### config.mk
export PLATFORM = sky130hd
export DESIGN_NAME = wdcsg_top
export DESIGN_NICKNAME = d
export VERILOG_FILES = /design/src/wdcsg_pkg.sv /design/src/wdcsg_if.sv /design/src/wdcsg_cnt.sv /design/src/wdcsg_apb.sv /design/src/wdcsg_top.sv
export VERILOG_INCLUDE_DIRS = /design/src /design/src/src
export SDC_FILE = /design/constraint.sdc
export NUM_CORES = 1
export LEC_CHECK = 0
export BUFFER_PORTS_ARGS = -buffer_cell sky130_fd_sc_hd__buf_2
export CAP_MARGIN = 5
export CORE_MARGIN = 5
export CORE_UTILIZATION = 42
export CTS_BUF_LIST = sky130_fd_sc_hd__clkbuf_8
export CTS_CLUSTER_DIAMETER = 40
export CTS_CLUSTER_SIZE = 8
export DETAILED_ROUTE_END_ITERATION = 7
export GPL_ROUTABILITY_DRIVEN = 1
export PLACE_DENSITY_LB_ADDON = 0.15
export SETUP_SLACK_MARGIN = 0.15
export SLEW_MARGIN = 20
export SYNTH_ARGS = -nofsm -noshare
export SYNTH_HDL_FRONTEND = slang
export SYNTH_SLANG_ARGS = --single-unit
### constraint.sdc
create_clock -name pclk -period 1.7 [get_ports pclk]
set_clock_uncertainty 0.15 [all_clocks]
set_input_delay 0.255 -clock pclk [delete_from_list [all_inputs] [get_ports pclk]]
set_output_delay 0.255 -clock pclk [all_outputs]
set_load 0.01 [all_outputs]
### src/wdcsg_consts.svh
`ifndef WDCSG_CONSTS_SVH
`define WDCSG_CONSTS_SVH

// Register indices; byte address is four times the index
`define WDCSG_CSR_IDX 24'hffffb1
`define WDCSG_CNT_IDX 24'hffffb2
`define WDCSG_STS_IDX 24'hffffb3
`define WDCSG_MASK_IDX 24'hffffb4

// Control/status byte layout
`define WDCSG_B_CNT_INH 7
`define WDCSG_B_CNT_WE 6
`define WDCSG_B_REG_INH 5
`define WDCSG_B_REG_WE 4
`define WDCSG_B_ON_INH 3
`define WDCSG_B_ON 2
`define WDCSG_B_FLAG_INH 1
`define WDCSG_B_FLAG 0

// Interrupt status/mask layout
`define WDCSG_EV_OVF 0
`define WDCSG_EV_CNT_REJ 1
`define WDCSG_EV_N 2

// Reset values
`define WDCSG_RST_CNT_WE 1'h0
`define WDCSG_RST_REG_WE 1'h0
`define WDCSG_RST_ON 1'h1
`define WDCSG_RST_FLAG 1'h0
`define WDCSG_RST_MASK 2'h0

// Counter prescale: pclk cycles per count step
`define WDCSG_PRESCALE 8
`define WDCSG_CNT_W 8

`endif

### src/wdcsg_pkg.sv
package wdcsg_pkg;

  typedef enum logic [2:0] {
    WDCSG_SEL_NONE,
    WDCSG_SEL_CSR,
    WDCSG_SEL_CNT,
    WDCSG_SEL_STS,
    WDCSG_SEL_MASK
  } wdcsg_sel_t;

  typedef enum logic {
    WDCSG_IDLE,
    WDCSG_ACK
  } wdcsg_apb_st_t;

endpackage

### src/wdcsg_if.sv
`timescale 1ns/1ps
interface wdcsg_if #(parameter int CNT_W = 8);
  import wdcsg_pkg::*;
  // Register access
  wdcsg_sel_t sel;
  logic wr;
  logic [31:0] wdata;
  logic [31:0] rdata;
  // Counter control
  logic run;
  logic load;
  logic clear;
  logic [CNT_W-1:0] load_val;
  logic [CNT_W-1:0] count;
  logic ovf;

  modport apb (output sel, output wr, output wdata, input rdata);
  modport regs (input sel, input wr, input wdata, output rdata,
                output run, output load, output clear, output load_val,
                input count, input ovf);
  modport cnt (input run, input load, input clear, input load_val,
               output count, output ovf);
endinterface

### src/wdcsg_cnt.sv
`timescale 1ns/1ps
`include "wdcsg_consts.svh"
module wdcsg_cnt #(
  parameter int CNT_W = `WDCSG_CNT_W,
  parameter int PRESCALE = `WDCSG_PRESCALE
) (
  // Clock and reset
  input wire logic pclk,
  input wire logic presetn,
  // Control from the register block
  wdcsg_if.cnt bus
);
  import wdcsg_pkg::*;

  localparam int PW = (PRESCALE > 1) ? $clog2(PRESCALE) : 1;
  localparam logic [PW-1:0] PLAST = PW'(PRESCALE - 1);
  localparam logic [CNT_W-1:0] CMAX = '1;

  logic [PW-1:0] pre_q, pre_d;
  logic [CNT_W-1:0] cnt_q, cnt_d;
  logic ovf_q, ovf_d;
  logic tick;

  // Prescaler only runs while counting, so a halt keeps the phase
  assign tick = bus.run && (pre_q == PLAST);

  always_comb begin
    pre_d = pre_q;
    cnt_d = cnt_q;
    ovf_d = 1'b0;
    if (bus.run) begin
      pre_d = tick ? '0 : pre_q + PW'(1);
    end
    if (bus.clear) begin
      cnt_d = '0;
      pre_d = '0;
    end else if (bus.load) begin
      cnt_d = bus.load_val;
    end else if (tick) begin
      cnt_d = cnt_q + CNT_W'(1);
      ovf_d = (cnt_q == CMAX);
    end
  end

  always_ff @(posedge pclk or negedge presetn) begin
    if (!presetn) begin
      pre_q <= '0;
      cnt_q <= '0;
      ovf_q <= 1'b0;
    end else begin
      pre_q <= pre_d;
      cnt_q <= cnt_d;
      ovf_q <= ovf_d;
    end
  end

  assign bus.count = cnt_q;
  assign bus.ovf = ovf_q;
endmodule

### src/wdcsg_apb.sv
`timescale 1ns/1ps
`include "wdcsg_consts.svh"
module wdcsg_apb #(
  parameter int AW = 32
) (
  // Clock and reset
  input wire logic pclk,
  input wire logic presetn,
  // APB slave
  input wire logic psel,
  input wire logic penable,
  input wire logic pwrite,
  input wire logic [AW-1:0] paddr,
  input wire logic [31:0] pwdata,
  output logic [31:0] prdata,
  output logic pready,
  output logic pslverr,
  // Register block side
  wdcsg_if.apb bus
);
  import wdcsg_pkg::*;

  function automatic wdcsg_sel_t decode(input logic [AW-1:0] a);
    if (a == AW'({`WDCSG_CSR_IDX, 2'h0})) begin
      return WDCSG_SEL_CSR;
    end else if (a == AW'({`WDCSG_CNT_IDX, 2'h0})) begin
      return WDCSG_SEL_CNT;
    end else if (a == AW'({`WDCSG_STS_IDX, 2'h0})) begin
      return WDCSG_SEL_STS;
    end else if (a == AW'({`WDCSG_MASK_IDX, 2'h0})) begin
      return WDCSG_SEL_MASK;
    end else begin
      return WDCSG_SEL_NONE;
    end
  endfunction

  wdcsg_apb_st_t st_q, st_d;
  logic [31:0] prdata_q, prdata_d;
  logic pready_q, pready_d;
  logic pslverr_q, pslverr_d;
  wdcsg_sel_t sel;

  assign sel = decode(paddr);

  // One wait state: read data is captured, then committed with pready
  always_comb begin
    st_d = st_q;
    prdata_d = prdata_q;
    pready_d = 1'b0;
    pslverr_d = 1'b0;
    case (st_q)
      WDCSG_IDLE: begin
        if (psel && penable) begin
          st_d = WDCSG_ACK;
          pready_d = 1'b1;
          pslverr_d = (sel == WDCSG_SEL_NONE);
          prdata_d = (!pwrite && sel != WDCSG_SEL_NONE) ? bus.rdata : 32'h0;
        end
      end
      WDCSG_ACK: begin
        st_d = WDCSG_IDLE;
      end
      default: st_d = WDCSG_IDLE;
    endcase
  end

  always_ff @(posedge pclk or negedge presetn) begin
    if (!presetn) begin
      st_q <= WDCSG_IDLE;
      prdata_q <= 32'h0;
      pready_q <= 1'b0;
      pslverr_q <= 1'b0;
    end else begin
      st_q <= st_d;
      prdata_q <= prdata_d;
      pready_q <= pready_d;
      pslverr_q <= pslverr_d;
    end
  end

  assign bus.sel = sel;
  assign bus.wdata = pwdata;
  // Write commits at the edge where pready is sampled high
  assign bus.wr = pready_q && psel && penable && pwrite && (sel != WDCSG_SEL_NONE);
  assign prdata = prdata_q;
  assign pready = pready_q;
  assign pslverr = pslverr_q;
endmodule

### src/wdcsg_top.sv
// Chosen here: register access over APB.
`timescale 1ns/1ps
`include "wdcsg_consts.svh"
// How it works
// - Counter write enable changes by a write only when that write carries 0 in its inhibit; internal reset clears it.
// - Counter writes land only while counter write enable is 1.
// - Register write enable changes by a write only when that write carries 0 in its inhibit; internal reset clears it.
// - On bit and overflow flag change by software only while register write enable is 1.
// - On bit changes by a write only when that write carries 0 in its inhibit.
// - Counter counts up while on bit is 1, holds when it is 0.
// - On bit is set by any reset or an allowed write of 1.
// - On bit is cleared by an allowed write of 0.
// - Overflow flag changes by a write only when that write carries 0 in its inhibit.
// - Counter overflow raises internal reset and sets the overflow flag.
// - Overflow flag cleared by external reset or an allowed write of 0.
// - All four inhibit bits always read as 1.
module wdcsg_top #(
  parameter int AW = 32,
  parameter int CNT_W = `WDCSG_CNT_W,
  parameter int PRESCALE = `WDCSG_PRESCALE
) (
  // Clock and reset
  input wire logic pclk,
  input wire logic presetn,
  // APB slave
  input wire logic psel,
  input wire logic penable,
  input wire logic pwrite,
  input wire logic [AW-1:0] paddr,
  input wire logic [31:0] pwdata,
  output logic [31:0] prdata,
  output logic pready,
  output logic pslverr,
  // System
  output logic irq,
  output logic internal_reset
);
  import wdcsg_pkg::*;

  wdcsg_if #(.CNT_W(CNT_W)) bus ();

  wdcsg_apb #(.AW(AW)) u_apb (
    .pclk(pclk),
    .presetn(presetn),
    .psel(psel),
    .penable(penable),
    .pwrite(pwrite),
    .paddr(paddr),
    .pwdata(pwdata),
    .prdata(prdata),
    .pready(pready),
    .pslverr(pslverr),
    .bus(bus.apb)
  );

  wdcsg_cnt #(.CNT_W(CNT_W), .PRESCALE(PRESCALE)) u_cnt (
    .pclk(pclk),
    .presetn(presetn),
    .bus(bus.cnt)
  );

  logic counter_write_enable_q, counter_write_enable_d;
  logic reg_write_enable_q, reg_write_enable_d;
  logic watchdog_on_q, watchdog_on_d;
  logic overflow_reset_flag_q, overflow_reset_flag_d;
  logic [`WDCSG_EV_N-1:0] irq_sts_q, irq_sts_d;
  logic [`WDCSG_EV_N-1:0] irq_mask_q, irq_mask_d;
  logic irq_q, irq_d;
  logic int_rst_q, int_rst_d;

  logic wr_csr, wr_cnt, wr_sts, wr_mask;
  logic [7:0] wb;
  logic [`WDCSG_EV_N-1:0] ev;
  logic [7:0] csr_rd;

  assign wr_csr = bus.wr && (bus.sel == WDCSG_SEL_CSR);
  assign wr_cnt = bus.wr && (bus.sel == WDCSG_SEL_CNT);
  assign wr_sts = bus.wr && (bus.sel == WDCSG_SEL_STS);
  assign wr_mask = bus.wr && (bus.sel == WDCSG_SEL_MASK);
  assign wb = bus.wdata[7:0];

  // Control byte; each guarded bit is decided on its own
  always_comb begin
    counter_write_enable_d = counter_write_enable_q;
    reg_write_enable_d = reg_write_enable_q;
    watchdog_on_d = watchdog_on_q;
    overflow_reset_flag_d = overflow_reset_flag_q;
    if (wr_csr) begin
      if (!wb[`WDCSG_B_CNT_INH]) begin
        counter_write_enable_d = wb[`WDCSG_B_CNT_WE];
      end
      if (!wb[`WDCSG_B_REG_INH]) begin
        reg_write_enable_d = wb[`WDCSG_B_REG_WE];
      end
      if (reg_write_enable_q && !wb[`WDCSG_B_ON_INH]) begin
        watchdog_on_d = wb[`WDCSG_B_ON];
      end
      if (reg_write_enable_q && !wb[`WDCSG_B_FLAG_INH]) begin
        overflow_reset_flag_d = wb[`WDCSG_B_FLAG];
      end
    end
    // Internal reset returns control to its reset state; the flag survives it
    // and is set, winning over a clear in the same cycle
    if (bus.ovf) begin
      counter_write_enable_d = `WDCSG_RST_CNT_WE;
      reg_write_enable_d = `WDCSG_RST_REG_WE;
      watchdog_on_d = `WDCSG_RST_ON;
      overflow_reset_flag_d = 1'b1;
    end
  end

  always_ff @(posedge pclk or negedge presetn) begin
    if (!presetn) begin
      counter_write_enable_q <= `WDCSG_RST_CNT_WE;
      reg_write_enable_q <= `WDCSG_RST_REG_WE;
      watchdog_on_q <= `WDCSG_RST_ON;
      overflow_reset_flag_q <= `WDCSG_RST_FLAG;
    end else begin
      counter_write_enable_q <= counter_write_enable_d;
      reg_write_enable_q <= reg_write_enable_d;
      watchdog_on_q <= watchdog_on_d;
      overflow_reset_flag_q <= overflow_reset_flag_d;
    end
  end

  // Counter control
  assign bus.run = watchdog_on_q;
  assign bus.load = wr_cnt && counter_write_enable_q && !bus.ovf;
  assign bus.load_val = bus.wdata[CNT_W-1:0];
  assign bus.clear = bus.ovf;

  // Events: overflow, and a counter write refused for lack of enable
  assign ev[`WDCSG_EV_OVF] = bus.ovf;
  assign ev[`WDCSG_EV_CNT_REJ] = wr_cnt && !counter_write_enable_q;

  always_comb begin
    irq_sts_d = irq_sts_q;
    irq_mask_d = irq_mask_q;
    if (wr_sts) begin
      irq_sts_d = irq_sts_q & ~bus.wdata[`WDCSG_EV_N-1:0];
    end
    // Set after clear so a same-cycle event is kept
    irq_sts_d = irq_sts_d | ev;
    if (wr_mask) begin
      irq_mask_d = bus.wdata[`WDCSG_EV_N-1:0];
    end
    irq_d = |(irq_sts_d & irq_mask_d);
    int_rst_d = bus.ovf;
  end

  always_ff @(posedge pclk or negedge presetn) begin
    if (!presetn) begin
      irq_sts_q <= '0;
      irq_mask_q <= `WDCSG_RST_MASK;
      irq_q <= 1'b0;
      int_rst_q <= 1'b0;
    end else begin
      irq_sts_q <= irq_sts_d;
      irq_mask_q <= irq_mask_d;
      irq_q <= irq_d;
      int_rst_q <= int_rst_d;
    end
  end

  assign irq = irq_q;
  assign internal_reset = int_rst_q;

  // Inhibit positions read as one regardless of what was written
  assign csr_rd = {1'b1, counter_write_enable_q, 1'b1, reg_write_enable_q,
                   1'b1, watchdog_on_q, 1'b1, overflow_reset_flag_q};

  always_comb begin
    bus.rdata = 32'h0;
    if (bus.sel == WDCSG_SEL_CSR) begin
      bus.rdata = {24'h0, csr_rd};
    end else if (bus.sel == WDCSG_SEL_CNT) begin
      bus.rdata = 32'(bus.count);
    end else if (bus.sel == WDCSG_SEL_STS) begin
      bus.rdata = 32'(irq_sts_q);
    end else if (bus.sel == WDCSG_SEL_MASK) begin
      bus.rdata = 32'(irq_mask_q);
    end
  end
endmodule

After elaboration in Yosys (flattened, before gate mapping)
Index checks and enable logic that the tools add are counted.
- $add $sub $neg: 2
- multiplexer cells: 37
- bitwise gates (word level): 5
- equality and inequality tests: 12
- reductions and logical operators: 34
- operators by type and width (cell ; number):
    $eq A32 B26 Y1 const B ; 4
    $mux W8 ; 6
    $mux W3 ; 7
    $mux W1 ; 19
    $logic_and A1 B1 Y1 ; 16
    $reduce_and A2 Y1 ; 5
    $add A8 B1 Y8 const B ; 1
    $eq A8 B8 Y1 const B ; 1
    $mux W2 ; 4
    $reduce_bool A2 Y1 ; 4
    $eq A3 B2 Y1 const B ; 2
    $eq A3 B3 Y1 const B ; 2
    $reduce_bool A3 Y1 ; 2
    $logic_not A1 Y1 ; 5
    $and A2 B2 Y2 ; 2
    $ne A2 B1 Y1 const B ; 2
    $add A3 B1 Y3 const B ; 1
    $eq A3 B1 Y1 const B ; 1
    $logic_not A3 Y1 ; 1
    $not A2 Y2 ; 1
    $or A2 B2 Y2 ; 1
    $pmux W1 S2 ; 1
    $reduce_or A2 Y1 ; 1
    $not A1 Y1 ; 1
- logic and storage cells: 105
- register bits: 57

Logic depth before layout (Yosys ltp)
Gate-level depths: netlist (run 1).
- depth after elaboration: 12
- gate-level depth with buffers: 7
- depth with buffers taken out: 7

Hierarchy
A second synthesis (run 1) with hierarchy kept.
- cell total of the unflattened synthesis: 265
- area, all modules: 2921.6 um^2
- modules (own cells, without submodules) (module ; sequential area each (um^2) ; times used ; area an instance (um^2) ; cells each):
    wdcsg_apb ; 850.8 ; 1 ; 1626.6 ; 128
    wdcsg_cnt ; 300.3 ; 1 ; 668.1 ; 70
    wdcsg_top ; 251.5 ; 1 ; 626.9 ; 67

Worst setup path before layout (run 1)
OpenSTA, ideal clock, no wires.
- path type: input to register
- from: in paddr[31]
- to: reg watchdog_on_q (netlist: bus.run)
- path buffers: 0
- slack: -0.466 ns
- data required time: 1.475 ns
- stages on the path: 5
- arrival: 1.941 ns
- cell sequence: or4b_4 > nor4_4 > nand3_1 > nor4_1 > mux2i_1
- cells in the longest elaborated chain, start to end: 10
- ends and longest elaborated chain (element ; RTL line ; source):
    start, declared ; wdcsg_top.sv:29 ; input wire logic [AW-1:0] paddr,
    $eq A32 B26 Y1 ; wdcsg_apb.sv:30 ; end else if (a == AW'({`WDCSG_MASK_IDX, 2'h0})) begin
    $mux W3 ; wdcsg_apb.sv:30 ;
    $mux W3 ; wdcsg_apb.sv:28 ; end else if (a == AW'({`WDCSG_STS_IDX, 2'h0})) begin
    $mux W3 ; wdcsg_apb.sv:26 ; end else if (a == AW'({`WDCSG_CNT_IDX, 2'h0})) begin
    $mux W3 * ; wdcsg_apb.sv:24 ; if (a == AW'({`WDCSG_CSR_IDX, 2'h0})) begin
    $reduce_bool A3 Y1 ; wdcsg_apb.sv:84 ; assign bus.wr = pready_q && psel && penable && pwrite && (sel != WDCSG_SEL_NONE);
    $logic_and A1 B1 Y1 ; wdcsg_apb.sv:84 ;
    $logic_and A1 B1 Y1 * ; wdcsg_top.sv:76 ; assign wr_csr = bus.wr && (bus.sel == WDCSG_SEL_CSR);
    $reduce_bool A2 Y1 (no source line) * ; n/a ;
    $reduce_and A2 Y1 (no source line) * ; n/a ;
    end signal, assigned ; wdcsg_top.sv:116 ; watchdog_on_q <= `WDCSG_RST_ON;
    end signal, assigned ; wdcsg_top.sv:121 ; watchdog_on_q <= watchdog_on_d;
    end, declared ; wdcsg_top.sv:64 ; logic watchdog_on_q, watchdog_on_d;
Mark *: on every way between the ends. The rest lies on a longest branch, timed or not.
A chain may end at the register's enable or synchronous reset.

Worst setup path in the final report (run 1)
- from: in paddr[31]
- to: reg irq_q (netlist: irq)
- RTL lines (element ; RTL line ; source):
    $eq A32 B26 Y1 ; wdcsg_apb.sv:30 ;
    $mux W3 ; wdcsg_apb.sv:30 ;
    $mux W3 ; wdcsg_apb.sv:28 ;
    $mux W3 ; wdcsg_apb.sv:26 ;
    $mux W3 * ; wdcsg_apb.sv:24 ;
    $reduce_bool A3 Y1 ; wdcsg_apb.sv:84 ;
    $logic_and A1 B1 Y1 ; wdcsg_apb.sv:84 ;
    $logic_and A1 B1 Y1 * ; wdcsg_top.sv:79 ; assign wr_mask = bus.wr && (bus.sel == WDCSG_SEL_MASK);
    $mux W2 * ; wdcsg_top.sv:144 ; if (wr_mask) begin
    named net irq_mask_d[0] ; wdcsg_top.sv:67 ; logic [`WDCSG_EV_N-1:0] irq_mask_q, irq_mask_d;
    $and A2 B2 Y2 * ; wdcsg_top.sv:147 ; irq_d = |(irq_sts_d & irq_mask_d);
    $reduce_or A2 Y1 * ; wdcsg_top.sv:147 ;
    named net irq_d ; wdcsg_top.sv:68 ; logic irq_q, irq_d;
    end signal, assigned ; wdcsg_top.sv:160 ; irq_q <= irq_d;
    end, declared ; wdcsg_top.sv:68 ;
Mark *: on every way through the listed nets, which the timed path passes. The rest lies on a longest branch.

==> reports/results.md, run 1 <==
| Step | Parameter | This run |
| --- | --- | --- |
| timing | Max Clk Rate | 0.550 GHz |
| timing | Sum Neg Setup Slack | -829 ps |
| floorplanning | Horizontal die dimension | 77.8 µm |
| detailed routing | Number of optimization iterations in the first detailed-route pass | 4 |
| timing | Period minus WS final | 1820 ps |
| logic synthesis | Number of enable-type register cells in the synthesized netlist | 0 |
| placement | GP Congestion | 0.749 |
| cts | Buffers from clock root to sink, at most | 2 |
| global routing | Global-route wire length before repair | 7640 µm |
| setup path | Termination of the worst setup path | irq |
| finish | Final std cells w/o fill | 333 |
| global routing | Residual overflow from global routing | 0 |
| finish | Nets | 352 |
| timing | Worst Hold Margin | 120 ps |
| detailed routing | Routed via count | 1672 |
| logic synthesis | Async set-reset flop share out of synthesis | 1.00 |
| timing | Final-report hold violation count | 0 |
| detailed routing | DRC violation count after routing | 0 |
| global routing | Vias in the first global route | 1657 |
| setup path | CP Capture Type | flop |
| timing | Finish-stage setup viols | 12 |
| finish | Filler cell count | 405 |
| floorplanning | Core box area | 4410 µm² |
| detailed routing | Avg WL per Cell | 14.4 µm |
| setup path | Internal reg-to-reg setup slack | -70 ps |
| outcome | Status | finished with violations |
| placement | Pre-CTS WS | -429 ps |
| timing | Tcrit/Tclk final | 1.07 |
| global routing | Number of antenna violations at the first check in global routing | 0 |
| setup path | Setup crit start kind | input pin |
| logic synthesis | Yosys warnings | 0 |
| cts | Clock insertion delay at the later pin of the skew report | 280 ps |
| logic synthesis | Post-synth design cell area | 1930 µm² |
| floorplanning | Die ar. | 6050 µm² |
| floorplanning | Standard-cell rows | 24 |
| power | Overall power | 1660 µW |
| power | Ratio of total power to cell area | 605 nW/µm² |
| detailed routing | Via density | 5.02 |
| setup path | WP data arrival | 1840 ps |
| global routing | Total Routing Usage GR | 0.158 |
| logic synthesis | Avg Synthesized Cell Area | 9.55 µm² |
| outcome | Failing checks | setup timing |
| floorplanning | I/O pin total | 105 |
| logic synthesis | Flop and latch count out of synthesis | 32 |
| placement | Quantity of I/O buffers inserted on ports | 56 |
| power | IR drop worst, VDD | 0.491 mV |
| run | Max-cap violations | 0 |
| detailed routing | Post-Route WL | 4780 µm |
| cts | Clock-pin slew on the worst setup and hold paths | 70 ps |
| setup path | Worst r2r dst | u_cnt.bus.count[6] |
| placement | DP Wirelength | 3510 µm |
| timing | Max Slew Vio Count | 0 |
| logic synthesis | Most used flip-flop cell after synthesis | sky130_fd_sc_hd__dfrtp_1 |
| floorplanning | Chip Height | 77.8 µm |
| power | Static leakage | 0.00136 µW |
| logic synthesis | Distinct cell type count of the synthesized netlist | 41 |
| logic synthesis | Gate count after technology mapping | 202 |
| setup path | Start-to-end type of the worst setup path | input pin to flop |
| cts | Clock tree from TritonCTS | done |
| finish | Number of inserted diodes | 0 |
| detailed routing | Post-detailed-route count of antenna-violating nets | 0 |
| placement | Count of placed standard cells including taps | 318 |
| timing | Unrepaired setup endpoints after global routing | true |
| logic synthesis | Sequential-to-total area share from yosys stat | 0.416 |
| timing | Final setup margin | -118 ps |
| detailed routing | Drt first-iter violations | 72 |
| setup path | Endpoint required time on the critical path | 1720 ps |
| setup path | FF-to-FF path depth | 7 |
| cts | CTS Buf Count | 5 |
| setup path | Largest fanout of any net on the critical path | 6 |
| finish | Leading cell type in the layout, fill and taps excluded | sky130_fd_sc_hd__buf_2 |
| cts | Clock sinks | 32 |
| setup path | Worst R2R Start | u_cnt.pre_q[0] |
| cts | Root buffer cell | sky130_fd_sc_hd__clkbuf_8 |
| setup path | Timing startpoint of the critical path | paddr[31] |
| finish | Share of final-layout standard cells stronger than drive strength 1 | 0.473 |
| cts | Total number of H-tree levels | 2 |
| floorplanning | Initial standard-cell utilization of the core | 0.437 |
| global routing | Largest net degree at the start of global routing | 18 |
| hold path | Hold crit path type | input pin to flop |
| finish | Growth of design area from synthesis to finish | 42.2% |
| finish | Top library cells by usage in the layout, fill and taps aside | sky130_fd_sc_hd__buf_2 (54), sky130_fd_sc_hd__dfrtp_1 (31), sky130_fd_sc_hd__conb_1 (24) |
synth_stat cells (2+ instances only):
cell | number | share of area
sky130_fd_sc_hd__nor2_1 | 17 | 0.033
sky130_fd_sc_hd__nand3_1 | 4 | 0.010
sky130_fd_sc_hd__inv_1 | 3 | 0.0058
sky130_fd_sc_hd__a21oi_1 | 12 | 0.031
sky130_fd_sc_hd__a211oi_1 | 8 | 0.031
sky130_fd_sc_hd__a22oi_1 | 3 | 0.012
sky130_fd_sc_hd__nand3b_1 | 5 | 0.019
sky130_fd_sc_hd__mux2i_1 | 4 | 0.021
sky130_fd_sc_hd__nand4b_1 | 5 | 0.023
sky130_fd_sc_hd__and3_1 | 4 | 0.013
sky130_fd_sc_hd__clkbuf_1 | 8 | 0.016
sky130_fd_sc_hd__o21ai_0 | 8 | 0.021
sky130_fd_sc_hd__dfrtp_1 | 31 | 0.40
sky130_fd_sc_hd__nand4_1 | 7 | 0.023
sky130_fd_sc_hd__nor2b_1 | 3 | 0.0097
sky130_fd_sc_hd__nor4_4 | 2 | 0.022
sky130_fd_sc_hd__nand4_2 | 2 | 0.013
sky130_fd_sc_hd__and2_1 | 3 | 0.0097
sky130_fd_sc_hd__xor2_1 | 7 | 0.032
sky130_fd_sc_hd__mux2_2 | 3 | 0.018
sky130_fd_sc_hd__buf_4 | 24 | 0.093
sky130_fd_sc_hd__nand2_1 | 14 | 0.027
sky130_fd_sc_hd__nor3b_1 | 2 | 0.0078
sky130_fd_sc_hd__nor4_1 | 2 | 0.0065
sky130_fd_sc_hd__ha_1 | 3 | 0.019
sky130_fd_sc_hd__buf_2 | 2 | 0.0052
sky130_fd_sc_hd__o31ai_1 | 2 | 0.0078
per-stage QoR:
stage               cell area [µm²]  utilization
floorplan                      2070            -
detailed placement             2360        0.534
global route                   2740        0.621
finish                         2740        0.621
global placement               2360        0.534
CTS                            2620        0.594
flip-flops by register name, indices dropped and copies added, names as in the netlist:
name                    count
reg_write_enable_q          1
irq_mask_q                  2
counter_write_enable_q      1
u_apb.pslverr               1
internal_reset              1
overflow_reset_flag_q       1
u_cnt.bus.count             8
bus.run                     1
u_cnt.bus.ovf               1
irq_sts_q                   2
irq                         1
u_cnt.pre_q                 3
u_apb.prdata                8
u_apb.pready                1
where the power goes:
part	leakage, µW	total [µW]	switching, µW	internal (µW)
combinational	0.000875	189	110	79.0
sequential	0.000422	765	0.891	764
clock	0.0000593	705	277	429
total	0.00136	1660	387	1270
how the worst min path moves through the flow:
stage               startpoint                     end  slack (ps)  cells past startpoint
finish               pwdata[4]      u_cnt.bus.count[4]         120                      3
global route         pwdata[4]      u_cnt.bus.count[4]         120                      3
CTS                  pwdata[4]      reg_write_enable_q         100                      3
detailed placement     presetn         u_apb.prdata[3]          60                      1
global placement       presetn         u_apb.prdata[3]          60                      1
floorplan              presetn  counter_write_enable_q        -190                      0
cells by family after synthesis:
| family | after synthesis | share of synthesized area |
|---|---|---|
| and+or+nand+nor | 77 | 0.248 |
| muxes | 7 | 0.0383 |
| other | 1 | 0.00194 |
| buffers and inverters | 37 | 0.120 |
| DFF | 32 | 0.416 |
| AOI/OAI and AO/OA | 37 | 0.120 |
| adders and majority gates | 3 | 0.0195 |
| xor gates and xnor gates | 8 | 0.0363 |
worst max-delay path, cell delays in order:
cell and delay [ps]:
sky130_fd_sc_hd__buf_6 90, sky130_fd_sc_hd__or4b_4 540, sky130_fd_sc_hd__nor4_4 150, sky130_fd_sc_hd__buf_6 170
sky130_fd_sc_hd__nand4_4 110, sky130_fd_sc_hd__mux2_4 320, sky130_fd_sc_hd__a22o_1 210
layer usage:
metal | routed length, µm | track usage
met4 | 54 | 0.0515
met3 | 282 | 0.0428
met5 | 0 | 0
met2 | 2460 | 0.265
met1 | 1980 | 0.197
area by class of cell:
| class | count | area (µm²) | share of cell area |
|---|---|---|---|
| clock inverters | 3 | 38.8 | 0.0141 |
| flip-flops and latches | 32 | 802 | 0.292 |
| well taps | 52 | 65.1 | 0.0237 |
| inverters | 3 | 11.3 | 0.00411 |
| repair buffers | 82 | 552 | 0.201 |
| multi-input cells | 156 | 1200 | 0.439 |
| clock buffers | 5 | 68.8 | 0.0251 |
repair_timing:
action / CTS / global route
endpoints found under the hold margin: 16 / 0
resized for setup: 32 / 21
buffers inserted: 4 / 1
pin swaps: 15 / 6
hold buffers: 1 / 0
cloned: 0 / 1
setup endpoints to repair: 25 / 28
Note: power is estimated with default switching activity, not from simulation.
==> inputs of run 2 (changes only) <==
--- a/config.mk
+++ b/config.mk
@@ -9,7 +9,7 @@
 export BUFFER_PORTS_ARGS = -buffer_cell sky130_fd_sc_hd__buf_2
 export CAP_MARGIN = 5
 export CORE_MARGIN = 5
-export CORE_UTILIZATION = 42
+export CORE_UTILIZATION = 30
 export CTS_BUF_LIST = sky130_fd_sc_hd__clkbuf_8
 export CTS_CLUSTER_DIAMETER = 40
 export CTS_CLUSTER_SIZE = 8
@@ -20,4 +20,5 @@
 export SLEW_MARGIN = 20
 export SYNTH_ARGS = -nofsm -noshare
 export SYNTH_HDL_FRONTEND = slang
+export SYNTH_HIERARCHICAL = 1
 export SYNTH_SLANG_ARGS = --single-unit
==> run 2 against run 1 <==
Net effect:
- the run still ends with setup timing left
- via count up 38%
- combinational power fell by 21%
- design area rose by 45%
- non-clock buffer count up 44
- critical path type unchanged
- clock-buffer cell count unchanged
- highest routed layer unchanged
==> reports/results.md, run 2 <==
| Step | Parameter | This run | vs previous |
| --- | --- | --- | --- |
| placement | Count of placed standard cells including taps | 468 | +47% |
| global routing | Total Routing Usage GR | 0.123 | -0.0350 |
| detailed routing | Via density | 4.75 | -5.4% |
| global routing | Vias in the first global route | 2238 | +35% |
| outcome | Failing checks | setup timing |  |
| finish | Share of final-layout standard cells stronger than drive strength 1 | 0.557 | +0.0837 |
| setup path | FF-to-FF path depth | 7 | unchanged |
| finish | Number of flip-flops under the largest register name | 32 |  |
| detailed routing | Number of optimization iterations in the first detailed-route pass | 4 | unchanged |
| detailed routing | DRC violation count after routing | 0 | unchanged |
| timing | Finish-stage setup viols | 26 | +14 |
| finish | Leading cell type in the layout, fill and taps excluded | sky130_fd_sc_hd__buf_2 |  |
| setup path | CP Capture Type | flop |  |
| floorplanning | Initial standard-cell utilization of the core | 0.311 | -0.125 |
| cts | CTS Buf Count | 5 | unchanged |
| cts | Total number of H-tree levels | 2 | unchanged |
| hold path | Min-Delay Endpoint | counter_write_enable_q |  |
| setup path | WP data arrival | 2630 ps | +790 ps |
| setup path | Start-to-end type of the worst setup path | input pin to flop |  |
| floorplanning | Core box area | 8810 µm² | +99% |
| timing | Tcrit/Tclk final | 1.52 | +0.449 |
| floorplanning | I/O pin total | 105 | unchanged |
| floorplanning | Chip Height | 106 µm | +36% |
| setup path | Internal reg-to-reg setup slack | -180 ps | -110 ps |
| logic synthesis | Post-synth design cell area | 2740 µm² | +42% |
| finish | Design Area, Final | 3980 µm² | +45% |
| detailed routing | Avg WL per Cell | 14.6 µm | +1.8% |
| floorplanning | Horizontal die dimension | 106 µm | +36% |
| floorplanning | Die ar. | 11100 µm² | +84% |
| logic synthesis | Avg Synthesized Cell Area | 11.4 µm² | +19% |
| global routing | Largest net degree at the start of global routing | 57 | +39 |
| setup path | Worst r2r dst | overflow_reset_flag_q |  |
| cts | Clock-pin slew on the worst setup and hold paths | 100 ps | +30 ps |
| detailed routing | Routed via count | 2304 | +38% |
| hold path | Hold crit path type | input pin to flop |  |
| detailed routing | Post-detailed-route count of antenna-violating nets | 0 | unchanged |
| cts | Clock tree from TritonCTS | done |  |
| placement | DP Area | 3590 µm² | +52% |
| cts | Root buffer cell | sky130_fd_sc_hd__clkbuf_8 |  |
| global routing | Global-route wire length before repair | 11400 µm | +50% |
| setup path | Endpoint required time on the critical path | 1750 ps | +30 ps |
| placement | DP Wirelength | 5170 µm | +47% |
| outcome | Status | finished with violations |  |
| timing | Max Slew Vio Count | 0 | unchanged |
| setup path | Slowest CP cell | sky130_fd_sc_hd__or4_1 |  |
| finish | Growth of design area from synthesis to finish | 45.3% |  |
| finish | Final std cells w/o fill | 485 | +46% |
| detailed routing | Drt first-iter violations | 69 | -4.2% |
| timing | Unrepaired setup endpoints after global routing | true |  |
| finish | Util after Layout | 0.452 | -0.169 |
| timing | Final-report hold violation count | 0 | unchanged |
| setup path | Slowest Stage Delay on Critical Path | 500 ps | -40 ps |
| setup path | Largest fanout of any net on the critical path | 7 | +1 |
| floorplanning | Standard-cell rows | 34 | +42% |
| run | Max-cap violations | 0 | unchanged |
| global routing | Number of antenna violations at the first check in global routing | 0 | unchanged |
| setup path | Worst R2R Start | u_apb/pready |  |
| placement | GP Congestion | 0.754 | +0.65% |
| finish | Nets | 448 | +27% |
| placement | Quantity of I/O buffers inserted on ports | 80 | +43% |
| power | Ratio of total power to cell area | 565 nW/µm² | -6.6% |
| cts | Clock insertion delay at the later pin of the skew report | 310 ps | +30 ps |
| finish | Top library cells by usage in the layout, fill and taps aside | sky130_fd_sc_hd__buf_2 (79), sky130_fd_sc_hd__dfrtp_1 (55), sky130_fd_sc_hd__buf_4 (31) |  |
| setup path | Cell breakdown of the critical path | buf_6 > or4_1 > or4_4 > or2_4 > nor3b_2 > buf_6 > buf_6 > buf_6 > mux2i_1 > nor2_1 > nand2_1 > o21ai_1 > a22o_2 |  |
| hold path | Worst Hold Path Cells | 3 | unchanged |
| setup path | Most numerous cell on the critical path | sky130_fd_sc_hd__buf_6 |  |
| hold path | Hold Path Origin | pwdata[6] |  |
| global routing | Residual overflow from global routing | 0 | unchanged |
| logic synthesis | Gate count after technology mapping | 241 | +19% |
| cts | Buffers from clock root to sink, at most | 2 | unchanged |
| timing | Sum Neg Setup Slack | -20840 ps | -20010 ps |
| detailed routing | Post-Route WL | 7090 µm | +48% |
| cts | Clock sinks | 56 | +75% |
| setup path | Setup crit start kind | input pin |  |
| logic synthesis | Yosys warnings | 6 | +6 |
| timing | Final setup margin | -882 ps | -763 ps |
| finish | Number of inserted diodes | 0 | unchanged |
| timing | Period minus WS final | 2580 ps | +763 ps |
| timing | Max Clk Rate | 0.387 GHz | -30% |
| power | Static leakage | 0.00201 µW | +49% |
| power | IR drop worst, VDD | 0.344 mV | -30% |
-- run 2: what timing repair did --
| action | in CTS | in global routing |
|---|---|---|
| hold buffers | 1 | 0 |
| pin swaps | 7 | 7 |
| hold endpoints to repair | 55 | 0 |
| setup buffers | 3 | 5 |
| endpoints found under the setup margin | 28 | 35 |
| cloned | 0 | 0 |
| resized for setup | 24 | 26 |
-- run 2: layer usage --
metal	routed length (µm)	track usage	up-vias
met2	3450	0.198	45
met5	0	0	-
li1	-	-	1146
met4	50	0.0222	0
met1	3280	0.172	1109
met3	310	0.0287	4
-- run 2: final cells by class --
| cell class | count | area, µm² |
|---|---|---|
| multi-input combinational | 182 | 1510 |
| tap | 108 | 135 |
| timing repair buffer | 126 | 825 |
| clock inverter | 3 | 25.0 |
| sequential | 56 | 1400 |
| fill | 836 | 4820 |
| clock buffer | 5 | 68.8 |
| inverter | 5 | 18.8 |
-- run 2: worst max path at each step --
| stage | start | to | cells past startpoint |
|---|---|---|---|
| 2_1_floorplan | paddr[26] | irq | 9 |
| 3_3_place_gp | paddr[26] | u_apb/prdata[1] | 10 |
| 3_5_place_dp | paddr[26] | u_apb/prdata[1] | 10 |
| 4_1_cts | paddr[26] | irq | 10 |
| 5_1_grt | paddr[26] | u_apb/prdata[0] | 13 |
| 6_report | paddr[26] | u_apb/prdata[0] | 13 |
-- run 2: metrics by stage --
step           setup WS (ps)  hold WS, ps  power, µW
4_1_cts                 -872         24.9       2300
3_3_place_gp           -1220          133       1500
2_1_floorplan          -1110         -191       1410
5_1_grt                 -960         45.8       2380
3_5_place_dp           -1240          134       1510
6_report                -882         55.9       2250
-- run 2: where the power goes --
part	switching, µW	internal, µW	total (µW)
combinational	84.7	64.7	149
sequential	0.925	1330	1330
clock	463	302	765
total	549	1700	2250
-- run 2: worst max-delay path: cells and delay by family --
kind                   cells  cell delay (ps)
and+or+nand+nor            6             1500
buffers and inverters      4              440
AOI/OAI and AO/OA          2              260
muxes                      1              180
